$ cat src/verilog/crt_pkg.sv
// package: offsets, fields, reset values and carrier types of the rx buffer / trigger timer block
package crt_pkg;
  localparam int NODE_CNT = 4;            // controller nodes
  localparam int TRIG_CNT = 3;            // trigger timers a, b, c per node
  localparam int TMR_CNT  = 4;            // three trigger timers plus the timeout timer
  localparam int STS_W    = 7;            // status / enable bits per node
  localparam int RLD_W    = 16;           // reload field width
  localparam int PRE_W    = 8;            // prescaler width
  localparam int RBUF_WORDS = 2 * NODE_CNT; // 8 payload bytes per node

  // clocking: kernel clock is the bus clock, baud clock arrives as a tick
  localparam int REF_CLK_PERIOD_NS = 40;
  localparam int BAUD_CLK_MAX_MHZ  = 80;
  localparam int REF_CLK_MHZ       = 1000 / REF_CLK_PERIOD_NS;

  // register offsets inside one node window (node = adr[7:6])
  localparam logic [5:0] OFS_RXTT   = 6'h00; // rx_timeout_timer_reg
  localparam logic [5:0] OFS_IE     = 6'h04; // node_irq_enable_reg (mask)
  localparam logic [5:0] OFS_STS    = 6'h08; // sticky status, write one to clear
  localparam logic [5:0] OFS_CCFG   = 6'h0C; // timer_clock_config_reg
  localparam logic [5:0] OFS_TRIG_A = 6'h10; // tx_trigger_timer_a
  localparam logic [5:0] OFS_TRIG_B = 6'h14; // tx_trigger_timer_b
  localparam logic [5:0] OFS_TRIG_C = 6'h18; // tx_trigger_timer_c
  localparam logic [5:0] OFS_RBUF0  = 6'h20; // rx payload bytes 0..3
  localparam logic [5:0] OFS_RBUF1  = 6'h24; // rx payload bytes 4..7

  // field positions
  localparam int STS_TE      = 0;  // timeout_event_flag / timeout_irq_enable
  localparam int STS_F0      = 1;  // fifo0 new frame / fifo0_new_frame_irq_enable
  localparam int STS_F1      = 2;  // fifo1 new frame / fifo1_new_frame_irq_enable
  localparam int STS_DB      = 3;  // dedicated buffer / dedicated_buffer_irq_enable
  localparam int STS_TRIG    = 4;  // trigger a..c fired, bits 4..6
  localparam int TRIG_RUN    = 31; // timer_run_request
  localparam int TMR_BUSY    = 30; // trigger timer counting, read only; the timeout timer reads busy in bit 31
  localparam int CCFG_SRC    = 0;  // 0 kernel clock, 1 baud tick
  localparam int CCFG_PRE_LSB = 8; // prescaler field

  // reset values
  localparam logic [RLD_W-1:0] RST_RLD = 16'h0000;
  localparam logic [STS_W-1:0] RST_STS = 7'h00;
  localparam logic [PRE_W-1:0] RST_PRE = 8'h00;

  // receive storage kinds
  localparam logic [1:0] KIND_FIFO0 = 2'h0;
  localparam logic [1:0] KIND_FIFO1 = 2'h1;
  localparam logic [1:0] KIND_DED   = 2'h2;

  typedef struct packed {
    logic        cyc;
    logic        stb;
    logic        we;
    logic [7:0]  adr;
    logic [3:0]  sel;
    logic [31:0] dat;
  } crt_wb_req_t;

  typedef struct packed {
    logic        store;
    logic [1:0]  node;
    logic [1:0]  kind;
    logic [3:0]  dlc;
    logic [63:0] data;
  } crt_frame_t;

  typedef struct packed {
    logic [RLD_W:0] cnt;
    logic           busy;
    logic           fire;
  } crt_tmr_state_t;

  typedef struct packed {
    logic                                       ack;
    logic [31:0]                                dat;
    logic [NODE_CNT-1:0][RLD_W-1:0]             rxtt;
    logic [NODE_CNT-1:0][STS_W-1:0]             ie;
    logic [NODE_CNT-1:0][STS_W-1:0]             sts;
    logic [NODE_CNT-1:0]                        src;
    logic [NODE_CNT-1:0][PRE_W-1:0]             pre;
    logic [NODE_CNT-1:0][PRE_W-1:0]             pcnt;
    logic [NODE_CNT-1:0][TRIG_CNT-1:0][RLD_W-1:0] trig;
    logic [RBUF_WORDS-1:0][31:0]                rbuf;
    logic                                       int_o;
    logic                                       irq_o;
    logic [NODE_CNT*TRIG_CNT-1:0]               tx;
  } crt_state_t;
endpackage

$ cat src/verilog/crt_timer.sv
// one reload counter used for the trigger timers and the receive timeout
`timescale 1ns/1ps
module crt_timer #(
  parameter int RLD_W = 16, // reload width
  parameter int EXTRA = 0,  // extra steps counted past reload
  parameter bit AUTO  = 0   // restart after firing
) (
  // clock and reset
  input  wire logic             clk,
  input  wire logic             rst_n,
  // control
  input  wire logic             tick,   // one count step
  input  wire logic             load,   // restart, count back to one
  input  wire logic             run,    // start with the load
  input  wire logic             en,     // timer allowed to count
  input  wire logic [RLD_W-1:0] reload, // reload value
  // results
  output logic                  fire,   // one-cycle expiry pulse
  output logic                  busy    // counting
);
  typedef struct packed {
    logic [RLD_W:0] cnt;
    logic           busy;
    logic           fire;
  } crt_tmr_t;

  crt_tmr_t       st_r;   // all state
  crt_tmr_t       st_nxt; // next state
  logic [RLD_W:0] target; // steps counted before firing

  // count reload+EXTRA steps, then fire
  always_comb begin
    st_nxt      = st_r;
    st_nxt.fire = 1'b0;
    target      = {1'b0, reload} + (RLD_W+1)'(EXTRA);
    if (!en) begin
      st_nxt.busy = 1'b0;
    end else if (load) begin
      // count starts at one so the firing step is step number target
      st_nxt.cnt  = (RLD_W+1)'(1);
      st_nxt.busy = run;
    end else if (st_r.busy && tick) begin
      if (st_r.cnt == target) begin
        st_nxt.fire = 1'b1;
        st_nxt.cnt  = (RLD_W+1)'(1);
        st_nxt.busy = AUTO; // timeout rearms, trigger is one shot
      end else begin
        st_nxt.cnt = st_r.cnt + 1'b1;
      end
    end
  end

  // state register
  always_ff @(posedge clk or negedge rst_n) begin
    if (!rst_n) begin
      st_r <= '0;
    end else begin
      st_r <= st_nxt;
    end
  end

  assign fire = st_r.fire;
  assign busy = st_r.busy;

  // helper: ticks seen since the last start or expiry
  logic [RLD_W+1:0] tcnt_r;
  always_ff @(posedge clk or negedge rst_n) begin
    if (!rst_n) begin
      tcnt_r <= '0;
    end else if (load || !en) begin
      tcnt_r <= '0;
    end else if (st_r.fire) begin
      tcnt_r <= (RLD_W+2)'(st_r.busy && tick);
    end else if (st_r.busy && tick) begin
      tcnt_r <= tcnt_r + 1'b1;
    end
  end
endmodule // crt_timer

$ cat src/verilog/crt_top.sv
// rx buffer fill, receive timeout and time-triggered transmit timers for four nodes
`timescale 1ns/1ps
module crt_top (
  // clock and reset
  input  wire logic                REF_CLK,
  input  wire logic                ARST_N,
  // wishbone slave
  input  wire logic                WB_CYC_I,
  input  wire logic                WB_STB_I,
  input  wire logic                WB_WE_I,
  input  wire logic [7:0]          WB_ADR_I,
  input  wire logic [3:0]          WB_SEL_I,
  input  wire logic [31:0]         WB_DAT_I,
  output logic      [31:0]         WB_DAT_O,
  output logic                     WB_ACK_O,
  // baud clock tick, synchronous to REF_CLK
  input  wire logic                BAUD_TICK,
  // received frame from the protocol engine
  input  wire logic                RX_STORE,
  input  wire logic [1:0]          RX_NODE,
  input  wire logic [1:0]          RX_KIND,
  input  wire logic [3:0]          RX_DLC,
  input  wire logic [63:0]         RX_DATA,
  // transmit triggers and interrupts
  output logic      [11:0]         TX_TRIG,
  output logic                     INT,
  output logic                     IRQ_REQ
);
  localparam int N = crt_pkg::NODE_CNT;
  localparam int T = crt_pkg::TRIG_CNT;

  logic                   rst_s1_r;  // reset release, stage one
  logic                   rst_n;     // reset release, stage two
  crt_pkg::crt_wb_req_t   req;       // bus request carrier
  crt_pkg::crt_frame_t    fr;        // frame carrier
  crt_pkg::crt_state_t    st_r;      // all state
  crt_pkg::crt_state_t    st_nxt;    // next state
  logic                   take;      // request taken this cycle
  logic [1:0]             nd;        // addressed node
  logic [5:0]             ofs;       // offset inside node window
  logic [31:0]            rd;        // read mux
  logic [N-1:0]           tick;      // prescaled timer step
  logic [N-1:0][T:0]      fire;      // timer expiry, index T is timeout
  logic [N-1:0][T:0]      busy;      // timer counting
  logic [N-1:0][T:0]      load;      // timer restart
  logic [N-1:0][T-1:0]    run;       // start requests
  logic [N-1:0][crt_pkg::STS_W-1:0] set; // hardware events
  logic [N-1:0][crt_pkg::STS_W-1:0] clr; // software clears
  logic [3:0]             nbytes;    // payload bytes to store
  logic [31:0]            wv;        // write value after byte enables

  // merge byte lanes of a write
  function automatic logic [31:0] bmerge(input logic [31:0] o, input logic [31:0] n,
                                         input logic [3:0] s);
    logic [31:0] r;
    r = o;
    for (int b = 0; b < 4; b++) begin
      if (s[b]) begin
        r[b*8 +: 8] = n[b*8 +: 8];
      end
    end
    return r;
  endfunction

  // reset release through two flip-flops
  always_ff @(posedge REF_CLK or negedge ARST_N) begin
    if (!ARST_N) begin
      rst_s1_r <= 1'b0;
      rst_n    <= 1'b0;
    end else begin
      rst_s1_r <= 1'b1;
      rst_n    <= rst_s1_r;
    end
  end

  assign req = '{cyc: WB_CYC_I, stb: WB_STB_I, we: WB_WE_I, adr: WB_ADR_I,
                 sel: WB_SEL_I, dat: WB_DAT_I};
  assign fr  = '{store: RX_STORE, node: RX_NODE, kind: RX_KIND, dlc: RX_DLC,
                 data: RX_DATA};

  // timers: three one-shot triggers and one rearming timeout per node
  // reload and the timeout enable come from the next state, so a register write and the
  // restart that it causes see the same value in the same cycle
  for (genvar n = 0; n < N; n++) begin : g_node
    for (genvar k = 0; k < T; k++) begin : g_trig
      crt_timer #(.RLD_W(crt_pkg::RLD_W), .EXTRA(1), .AUTO(1'b0)) u_trig (
        .clk    (REF_CLK),
        .rst_n  (rst_n),
        .tick   (tick[n]),
        .load   (load[n][k]),
        .run    (run[n][k]),
        .en     (1'b1),
        .reload (st_nxt.trig[n][k]),
        .fire   (fire[n][k]),
        .busy   (busy[n][k])
      );
    end
    crt_timer #(.RLD_W(crt_pkg::RLD_W), .EXTRA(0), .AUTO(1'b1)) u_tout (
      .clk    (REF_CLK),
      .rst_n  (rst_n),
      .tick   (tick[n]),
      .load   (load[n][T]),
      .run    (1'b1),
      .en     (st_nxt.rxtt[n] != crt_pkg::RST_RLD),
      .reload (st_nxt.rxtt[n]),
      .fire   (fire[n][T]),
      .busy   (busy[n][T])
    );
  end

  // next state: bus slave, prescalers, frame store, status and interrupts
  always_comb begin
    st_nxt = st_r;
    load   = '0;
    run    = '0;
    set    = '0;
    clr    = '0;
    rd     = '0;
    tick   = '0;
    take   = req.cyc && req.stb && !st_r.ack;
    nd     = req.adr[7:6];
    ofs    = req.adr[5:0];
    nbytes = (fr.dlc > 4'h8) ? 4'h8 : fr.dlc; // classic payload only
    // one wait state: ack one cycle after the request is seen
    st_nxt.ack = take;
    // per-node time base: source then prescaler
    // limitation: baud steps are seen once per kernel clock, so they must come slower
    for (int n = 0; n < N; n++) begin
      if (st_r.src[n] ? BAUD_TICK : 1'b1) begin
        if (st_r.pcnt[n] == st_r.pre[n]) begin
          st_nxt.pcnt[n] = '0;
          tick[n]        = 1'b1;
        end else begin
          st_nxt.pcnt[n] = st_r.pcnt[n] + 1'b1;
        end
      end
    end
    // read mux, unmapped offsets read zero
    // trigger busy reads back in bit 30; the run request bit is write only
    case (ofs)
      crt_pkg::OFS_RXTT: rd = {busy[nd][T], 15'h0000, st_r.rxtt[nd]};
      crt_pkg::OFS_IE:   rd = {25'h0000000, st_r.ie[nd]};
      crt_pkg::OFS_STS:  rd = {25'h0000000, st_r.sts[nd]};
      crt_pkg::OFS_CCFG: rd = {16'h0000, st_r.pre[nd], 7'h00, st_r.src[nd]};
      crt_pkg::OFS_TRIG_A, crt_pkg::OFS_TRIG_B, crt_pkg::OFS_TRIG_C: begin
        rd = {1'b0, busy[nd][ofs[3:2]], 14'h0000, st_r.trig[nd][ofs[3:2]]};
      end
      crt_pkg::OFS_RBUF0: rd = st_r.rbuf[{nd, 1'b0}];
      crt_pkg::OFS_RBUF1: rd = st_r.rbuf[{nd, 1'b1}];
      default:           rd = '0;
    endcase
    wv = bmerge(rd, req.dat, req.sel);
    if (take) begin
      st_nxt.dat = rd;
    end
    // register writes; payload words are read only
    if (take && req.we) begin
      case (ofs)
        crt_pkg::OFS_RXTT: begin
          st_nxt.rxtt[nd] = wv[crt_pkg::RLD_W-1:0];
          load[nd][T]     = 1'b1;
        end
        crt_pkg::OFS_IE:   st_nxt.ie[nd] = wv[crt_pkg::STS_W-1:0];
        crt_pkg::OFS_STS:  clr[nd] = req.dat[crt_pkg::STS_W-1:0] & {7{req.sel[0]}};
        crt_pkg::OFS_CCFG: begin
          st_nxt.src[nd] = wv[crt_pkg::CCFG_SRC];
          st_nxt.pre[nd] = wv[crt_pkg::CCFG_PRE_LSB +: crt_pkg::PRE_W];
        end
        crt_pkg::OFS_TRIG_A, crt_pkg::OFS_TRIG_B, crt_pkg::OFS_TRIG_C: begin
          st_nxt.trig[nd][ofs[3:2]] = wv[crt_pkg::RLD_W-1:0];
          load[nd][ofs[3:2]]        = 1'b1;
          run[nd][ofs[3:2]]         = wv[crt_pkg::TRIG_RUN];
        end
        default: ; // unmapped writes ignored, still acknowledged
      endcase
    end
    // frame store: only dlc bytes land, stale bytes stay
    // a frame and a status clear may share an edge; the set then wins
    if (fr.store) begin
      for (int b = 0; b < 8; b++) begin
        if (4'(b) < nbytes) begin
          st_nxt.rbuf[{fr.node, 1'(b / 4)}][(b % 4) * 8 +: 8] = fr.data[b*8 +: 8];
        end
      end
      case (fr.kind)
        crt_pkg::KIND_FIFO0: begin
          set[fr.node][crt_pkg::STS_F0] = 1'b1;
          load[fr.node][T] = st_r.ie[fr.node][crt_pkg::STS_F0];
        end
        crt_pkg::KIND_FIFO1: begin
          set[fr.node][crt_pkg::STS_F1] = 1'b1;
          load[fr.node][T] = st_r.ie[fr.node][crt_pkg::STS_F1];
        end
        crt_pkg::KIND_DED: begin
          set[fr.node][crt_pkg::STS_DB] = 1'b1;
          load[fr.node][T] = st_r.ie[fr.node][crt_pkg::STS_DB];
        end
        default: ;
      endcase
    end
    // sticky status; the timeout flag lets the clear win
    // so software can always silence a timeout that keeps rearming
    for (int n = 0; n < N; n++) begin
      set[n][crt_pkg::STS_TE] = fire[n][T];
      for (int k = 0; k < T; k++) begin
        set[n][crt_pkg::STS_TRIG + k] = fire[n][k];
        st_nxt.tx[n*T + k]            = fire[n][k];
      end
      st_nxt.sts[n] = (st_r.sts[n] & ~clr[n]) | set[n];
      if (clr[n][crt_pkg::STS_TE]) begin
        st_nxt.sts[n][crt_pkg::STS_TE] = 1'b0;
      end
    end
    // level output and rising-edge request
    st_nxt.int_o = 1'b0;
    st_nxt.irq_o = 1'b0;
    for (int n = 0; n < N; n++) begin
      st_nxt.int_o = st_nxt.int_o | (|(st_nxt.sts[n] & st_nxt.ie[n]));
      st_nxt.irq_o = st_nxt.irq_o | (|(st_nxt.sts[n] & ~st_r.sts[n] & st_nxt.ie[n]));
    end
  end

  // state register; one flop stage behind every output
  always_ff @(posedge REF_CLK or negedge rst_n) begin
    if (!rst_n) begin
      st_r <= '0;
    end else begin
      st_r <= st_nxt;
    end
  end

  assign WB_ACK_O = st_r.ack;
  assign WB_DAT_O = st_r.dat;
  assign TX_TRIG  = st_r.tx;
  assign INT      = st_r.int_o;
  assign IRQ_REQ  = st_r.irq_o;
endmodule // crt_top

$ cat config.mk
export PLATFORM = sky130hd
export DESIGN_NAME = crt_top
export DESIGN_NICKNAME = d
export VERILOG_FILES = /design/src/verilog/crt_pkg.sv /design/src/verilog/crt_timer.sv /design/src/verilog/crt_top.sv
export SDC_FILE = /design/constraint.sdc
export NUM_CORES = 2
export LEC_CHECK = 0
export BUFFER_PORTS_ARGS = -buffer_cell sky130_fd_sc_hd__buf_2
export CORE_UTILIZATION = 67
export CTS_CLUSTER_SIZE = 14
export DETAILED_ROUTE_END_ITERATION = 8
export GPL_TIMING_DRIVEN = 1
export PLACE_DENSITY = 0.85
export SYNTH_ARGS = -nofsm -noshare
export SYNTH_HDL_FRONTEND = slang
export SYNTH_HIERARCHICAL = 1
export SYNTH_SLANG_ARGS = --single-unit
$ cat constraint.sdc
create_clock -name REF_CLK -period 57.3 [get_ports REF_CLK]
set_input_delay 5.73 -clock REF_CLK [delete_from_list [all_inputs] [get_ports REF_CLK]]
set_output_delay 5.73 -clock REF_CLK [all_outputs]
set_load 0.1 [all_outputs]
* Word level (Yosys, flattened, before mapping)
Index checks and enable logic that the tools add are counted.
** Word-level totals
- Logic and storage cells :: 540
- Bits in registers :: 989
- Input bits :: 123
- Output and inout port bits :: 47
** Cells by class
- Equal/unequal tests :: 38
- Bitwise operators :: 37
- Mux-type cells :: 227
- Order comparisons :: 21
- Reductions and logical operators :: 89
- Add/sub/neg operators :: 32
** Operators by type and width (count)
- $mux W256 :: 15
- $bwmux W256 :: 8
- $demux W32 S2 :: 8
- $mux W192 :: 2
- $mux W19 :: 16
- $mux W18 :: 16
- $add A17 B1 Y17 const B :: 16
- $mux W17 :: 16
- $pmux W32 S7 :: 1
- $add A16 B1 Y17 const B :: 12
- $eq A17 B17 Y1 :: 12
- $bwmux W192 :: 1
- $bmux W32 S2 :: 2
- $mux W16 :: 8
- $mux W32 :: 4
- $and A7 B7 Y7 :: 17
- $bmux W48 S2 :: 1
- $demux W48 S2 :: 1
- $mux W48 :: 2
- $mux W92 :: 1
- $mux W8 :: 11
- $mux W28 :: 3
- $pmux W25 S3 :: 1
- $eq A17 B16 Y1 :: 4
- 58 further kinds :: 266

* Logic depth before layout (Yosys ltp)
- Depth in word-level cells :: 27
- Gate-level depth with buffers :: 22

* By module
The synthesis kept the hierarchy.
** Modules (own cells, without submodules)
- crt_top :: times used 1, cells each 3010, area an instance 33241.9 um^2
- crt_timer (g_node[0].g_trig[0].u_trig ...) :: times used 12, cells each 197, area an instance 1691.6 um^2
- crt_timer (g_node[0].u_tout ...) :: times used 4, cells each 132, area an instance 1242.4 um^2

* Worst setup path before layout
Ideal clock, no wire load.
- Path kind :: in2reg
- From :: in WB_ADR_I[7]
- To :: reg g_node[1].g_trig[0].u_trig/st_r[13] (netlist bit)
- Path slack :: 47.197 ns
- Cell stages on the path :: 20
- Library setup time :: 0.140 ns
- Arrival time :: 9.962 ns
- Data required time :: 57.160 ns
- Cells stage by stage :: buf_4 buf_2 buf_1 mux4_2 nand3_1 nand4_1 o31ai_1 and2_1 clkbuf_1 o21ai_0 nand3_1 nor3_1 or4_2 nand2_1 nor3b_1 nand4_1 buf_6 buf_8 nand4_1 o311ai_2
** RTL lines
- from (decl) :: line crt_top.sv:11 : input wire logic [7:0] WB_ADR_I,
- to (signal assigned) :: line crt_timer.sv:58 : st_r <= st_nxt;
- to (decl) :: line crt_timer.sv:27 : crt_tmr_t st_r;

==> run_results.csv <==
group,metric,value,unit
routing,viasPerCell,7.17,
synth,ys_seq_area_share,42.3,%
sta,post-route-period-util,23.9,%
sta,setup_viol,0,
layout,instances_no_fill,7226,
sta,clock_skew,0.0575,ns
place,place_ws,43.40,ns
pwr,worst_ir_drop_vdd,0.0438,mV
critical_path,required,57.84,ns
pwr,sw_frac_of_total,27.8,%
synth,async_reset_ff_share,100,%
routing,ant_nets,0,
synth,yosysTopAreaCell,"dfrtp_1",
critical_path,worstSetupPathType,"in -> reg",
routing,wl,194,mm
clock_tree,ctsResizeCount,0,
synth,ys.flop_type,"dfrtp_1",
sta,hold_viol_final,0,
clock_tree,post-cts-setup-buffers,0,
clock_tree,cts_buffers,104,
synth,synth_seq_cells,989,
sta,fmax,0.0730,GHz
clock_tree,clk_path_buf_depth,3,
die,design.die.area,88500,um2
routing,drtPass1Iterations,9,
synth,yosysUniqueCellTypes,100,
sta,tightest_slew,1.40,ns
pwr,p_seq_share,44.8,%
die,start_util,67.6,%
critical_path,start_kind,"input pin",
layout,fill_cells,5721,
grt,antenna_found_initial,20,
status,outcome,"completed",
synth,synth_cells,5902,
routing,drt_iter0_drc,7472,
die,boundaryPins,170,
sta,slew_viol_final,0,
pwr,total_power,1760,uW
pwr,leakage,0.0266,uW
grt,track_usage,43.3,%
critical_path,cp_num_buf_inv,4,
grt,grt_max_degree,173,
pwr,p_comb_share,12.9,%
critical_path,cp_max_fo,49,
sta,relSlewSlack,5.88,%
place,dp_hpwl,132,mm
pwr,power.density,27.7,nW/um2
synth,synth.avg_cell_area,9.91,um2
die,die_w,298,um
layout,nNetsFinal,6127,
die,fp-row-count,108,
clock_tree,htree_levels,3,
die,die_height,298,um
critical_path,crit_slowest_cell,"nor3_1",
synth,synth_edf_count,0,
grt,grt_pass1_wl,296,mm
synth,synth.cell_area,58500,um2
clock_tree,hold_buffers,0,
pwr,p_int,1270,uW
grt,grt_overflow,0,
layout,area_growth,8.85,%
clock_tree,cts_tree,"done",
clock_tree,insertion_delay,0.73,ns
pwr,p_sw,489,uW
flow_run,maxCapViolCount,0,
sta,setup_slack,43.60,ns
routing,route.detailed.drc,0,
clock_tree,clkTransAtPathRegs,0.06,ns
pwr,pwr-share-clk,42.3,%
critical_path,crit_path_end_kind,"register",
sta,finalSetupTns,0,ns
die,core_area,86600,um2
routing,avgRoutedWirePerCell,26.8,um
sta,rsz0062_at_grt,"no",
hold_path,hp-class,"reg -> reg",
synth,synth_area_leaders,"dfrtp_1 42%, mux4_2 5.3%, nand2_1 5.3%",
place,port_buffers,153,
clock_tree,cts_sinks,989,
layout,layout_commonest_cell,"dfrtp_1",
sta,period_needed,13.70,ns
sta,holdWs,0.354,ns
critical_path,crit_chain,"clkbuf_8 -> buf_4 -> buf_4 -> mux4_2 -> nand3_1 -> nand4_1 -> nor3_1 -> o21a_1 -> buf_4 -> o21ai_0 -> nand4_2 -> nor3_1 -> or4_2 -> nand2_1 -> nor3b_1 -> nand4_1 -> nand2_2 -> o311ai_0",
layout,drive_gt1_share,18.1,%
layout,layout_common_cells,"988 x dfrtp_1, 826 x nand2_1, 466 x o21ai_0",
synth,synth_top_cell_area_share,42.3,%
synth,yosys_warnings,6,
critical_path,cpLargestDelayFamily,"simple AND/OR/NAND/NOR gates",
critical_path,crit_arrival,14.24,ns
place,gp_congestion,1.07,
clock_tree,cts-root-buf,"clkbuf_16",
routing,dr_total_vias,51800,
critical_path,max_stage_delay,1.17,ns
critical_path,path_common_cell,"buf_4",
place,placedCellCount,7021,
grt,grt_pass1_vias,49500,
[cells in the mapped netlist, types with 17 or more instances]
master    count
dfrtp_1     989
nand2_1     826
o21ai_0     469
nand3_1     369
nand4_1     273
nor2_1      245
mux2_2      244
clkbuf_1    179
xnor2_1     172
xor2_1      168
mux4_2      138
o311ai_2    108
inv_1       105
a21oi_1     103
nor4_1      103
nor2b_1      87
and3_1       86
a31oi_1      80
nor3_1       71
mux2i_1      63
o311ai_0     61
and4_1       58
buf_4        57
buf_2        53
and2_1       47
a22oi_1      41
or3_1        36
nand2b_1     34
ha_1         32
o21a_1       30
buf_6        28
o22ai_1      27
o311ai_1     25
a21o_1       24
or4_2        24
a32oi_1      23
a32o_1       22
nand3b_1     19
a211oi_1     18
o21ai_1      18
a211o_1      17
or4_1        17
[power by group through the flow]
| stage | registers (uW) | clock network [uW] | logic, uW |
|---|---|---|---|
| finish | 789 | 745 | 228 |
| floorplan | 795 | 0 | 133 |
| global route | 792 | 775 | 238 |
| detailed placement | 795 | 0 | 214 |
| CTS | 786 | 748 | 220 |
| global placement | 788 | 0 | 205 |
[registers in the layout, summed over array words and instances, names as in the netlist]
name and count:
g_node.g_trig.u_trig/busy 12, INT 1, WB_ACK_O 1, rst_n 1, g_node.g_trig.u_trig/st_r 204, TX_TRIG 12
g_node.u_tout/busy 4, WB_DAT_O 32, st_r 636, g_node.u_tout/fire 4, rst_s1_r 1, IRQ_REQ 1
g_node.u_tout/st_r 68, g_node.g_trig.u_trig/fire 12
[layer usage]
layer  track usage, %  vias up  share of wire, %  wire length (um)
li1                 -    22200                 -                 -
met1             56.1    25300                37             70700
met2             64.1     3498                44             84900
met3             11.8      868                12             23200
met4             28.6       16               7.6             14700
met5                0        -             0.053               103
[final cells by class]
type / count / area, um2 / area share (%)
Multi-Input combinational cell: 4480 / 31400 / 49.4
Sequential cell: 989 / 24800 / 38.9
Clock buffer: 137 / 2910 / 4.56
Timing Repair Buffer: 288 / 1840 / 2.88
Tap cell: 1155 / 1450 / 2.27
Clock inverter: 56 / 861 / 1.35
Inverter: 109 / 409 / 0.642
Antenna cell: 12 / 30.0 / 0.0471
[logic make-up after synthesis]
group           Yosys count  share of synthesized area [%]
simple gates           2425                           21.6
compound gates         1185                           14.8
flops                   989                           42.3
buf+inv                 485                           4.44
mux                     445                           11.1
xor+xnor                340                           5.09
fa+ha+maj                32                          0.684
other cells               1                        0.00641
[metrics by stage]
| stage | cell area (um2) | utilization, % |
|---|---|---|
| after floorplan | 58700 | - |
| after global placement | 59900 | 69.1 |
| after detailed placement | 59900 | 69.1 |
| after CTS | 63700 | 73.5 |
| after global routing | 63700 | 73.5 |
| final | 63700 | 73.5 |
[final timing paths]
path | from | to | slack (ns) | cells past startpoint
setup / recovery | WB_ADR_I[7] | g_node[3].g_trig[0].u_trig/st_r[15] | 43.60 | 18
min in group asynchronous | rst_n | g_node[2].g_trig[2].u_trig/st_r[11] | 0.38 | 0
max in group asynchronous | ARST_N | rst_n | 52.39 | 1
hold / removal | rst_s1_r | rst_n | 0.35 | 0
hold reg to reg | rst_s1_r | rst_n | 0.35 | 0
setup reg to reg | st_r[640] | g_node[3].g_trig[0].u_trig/st_r[15] | 49.99 | 15
Power figures use the tool's default switching activity.
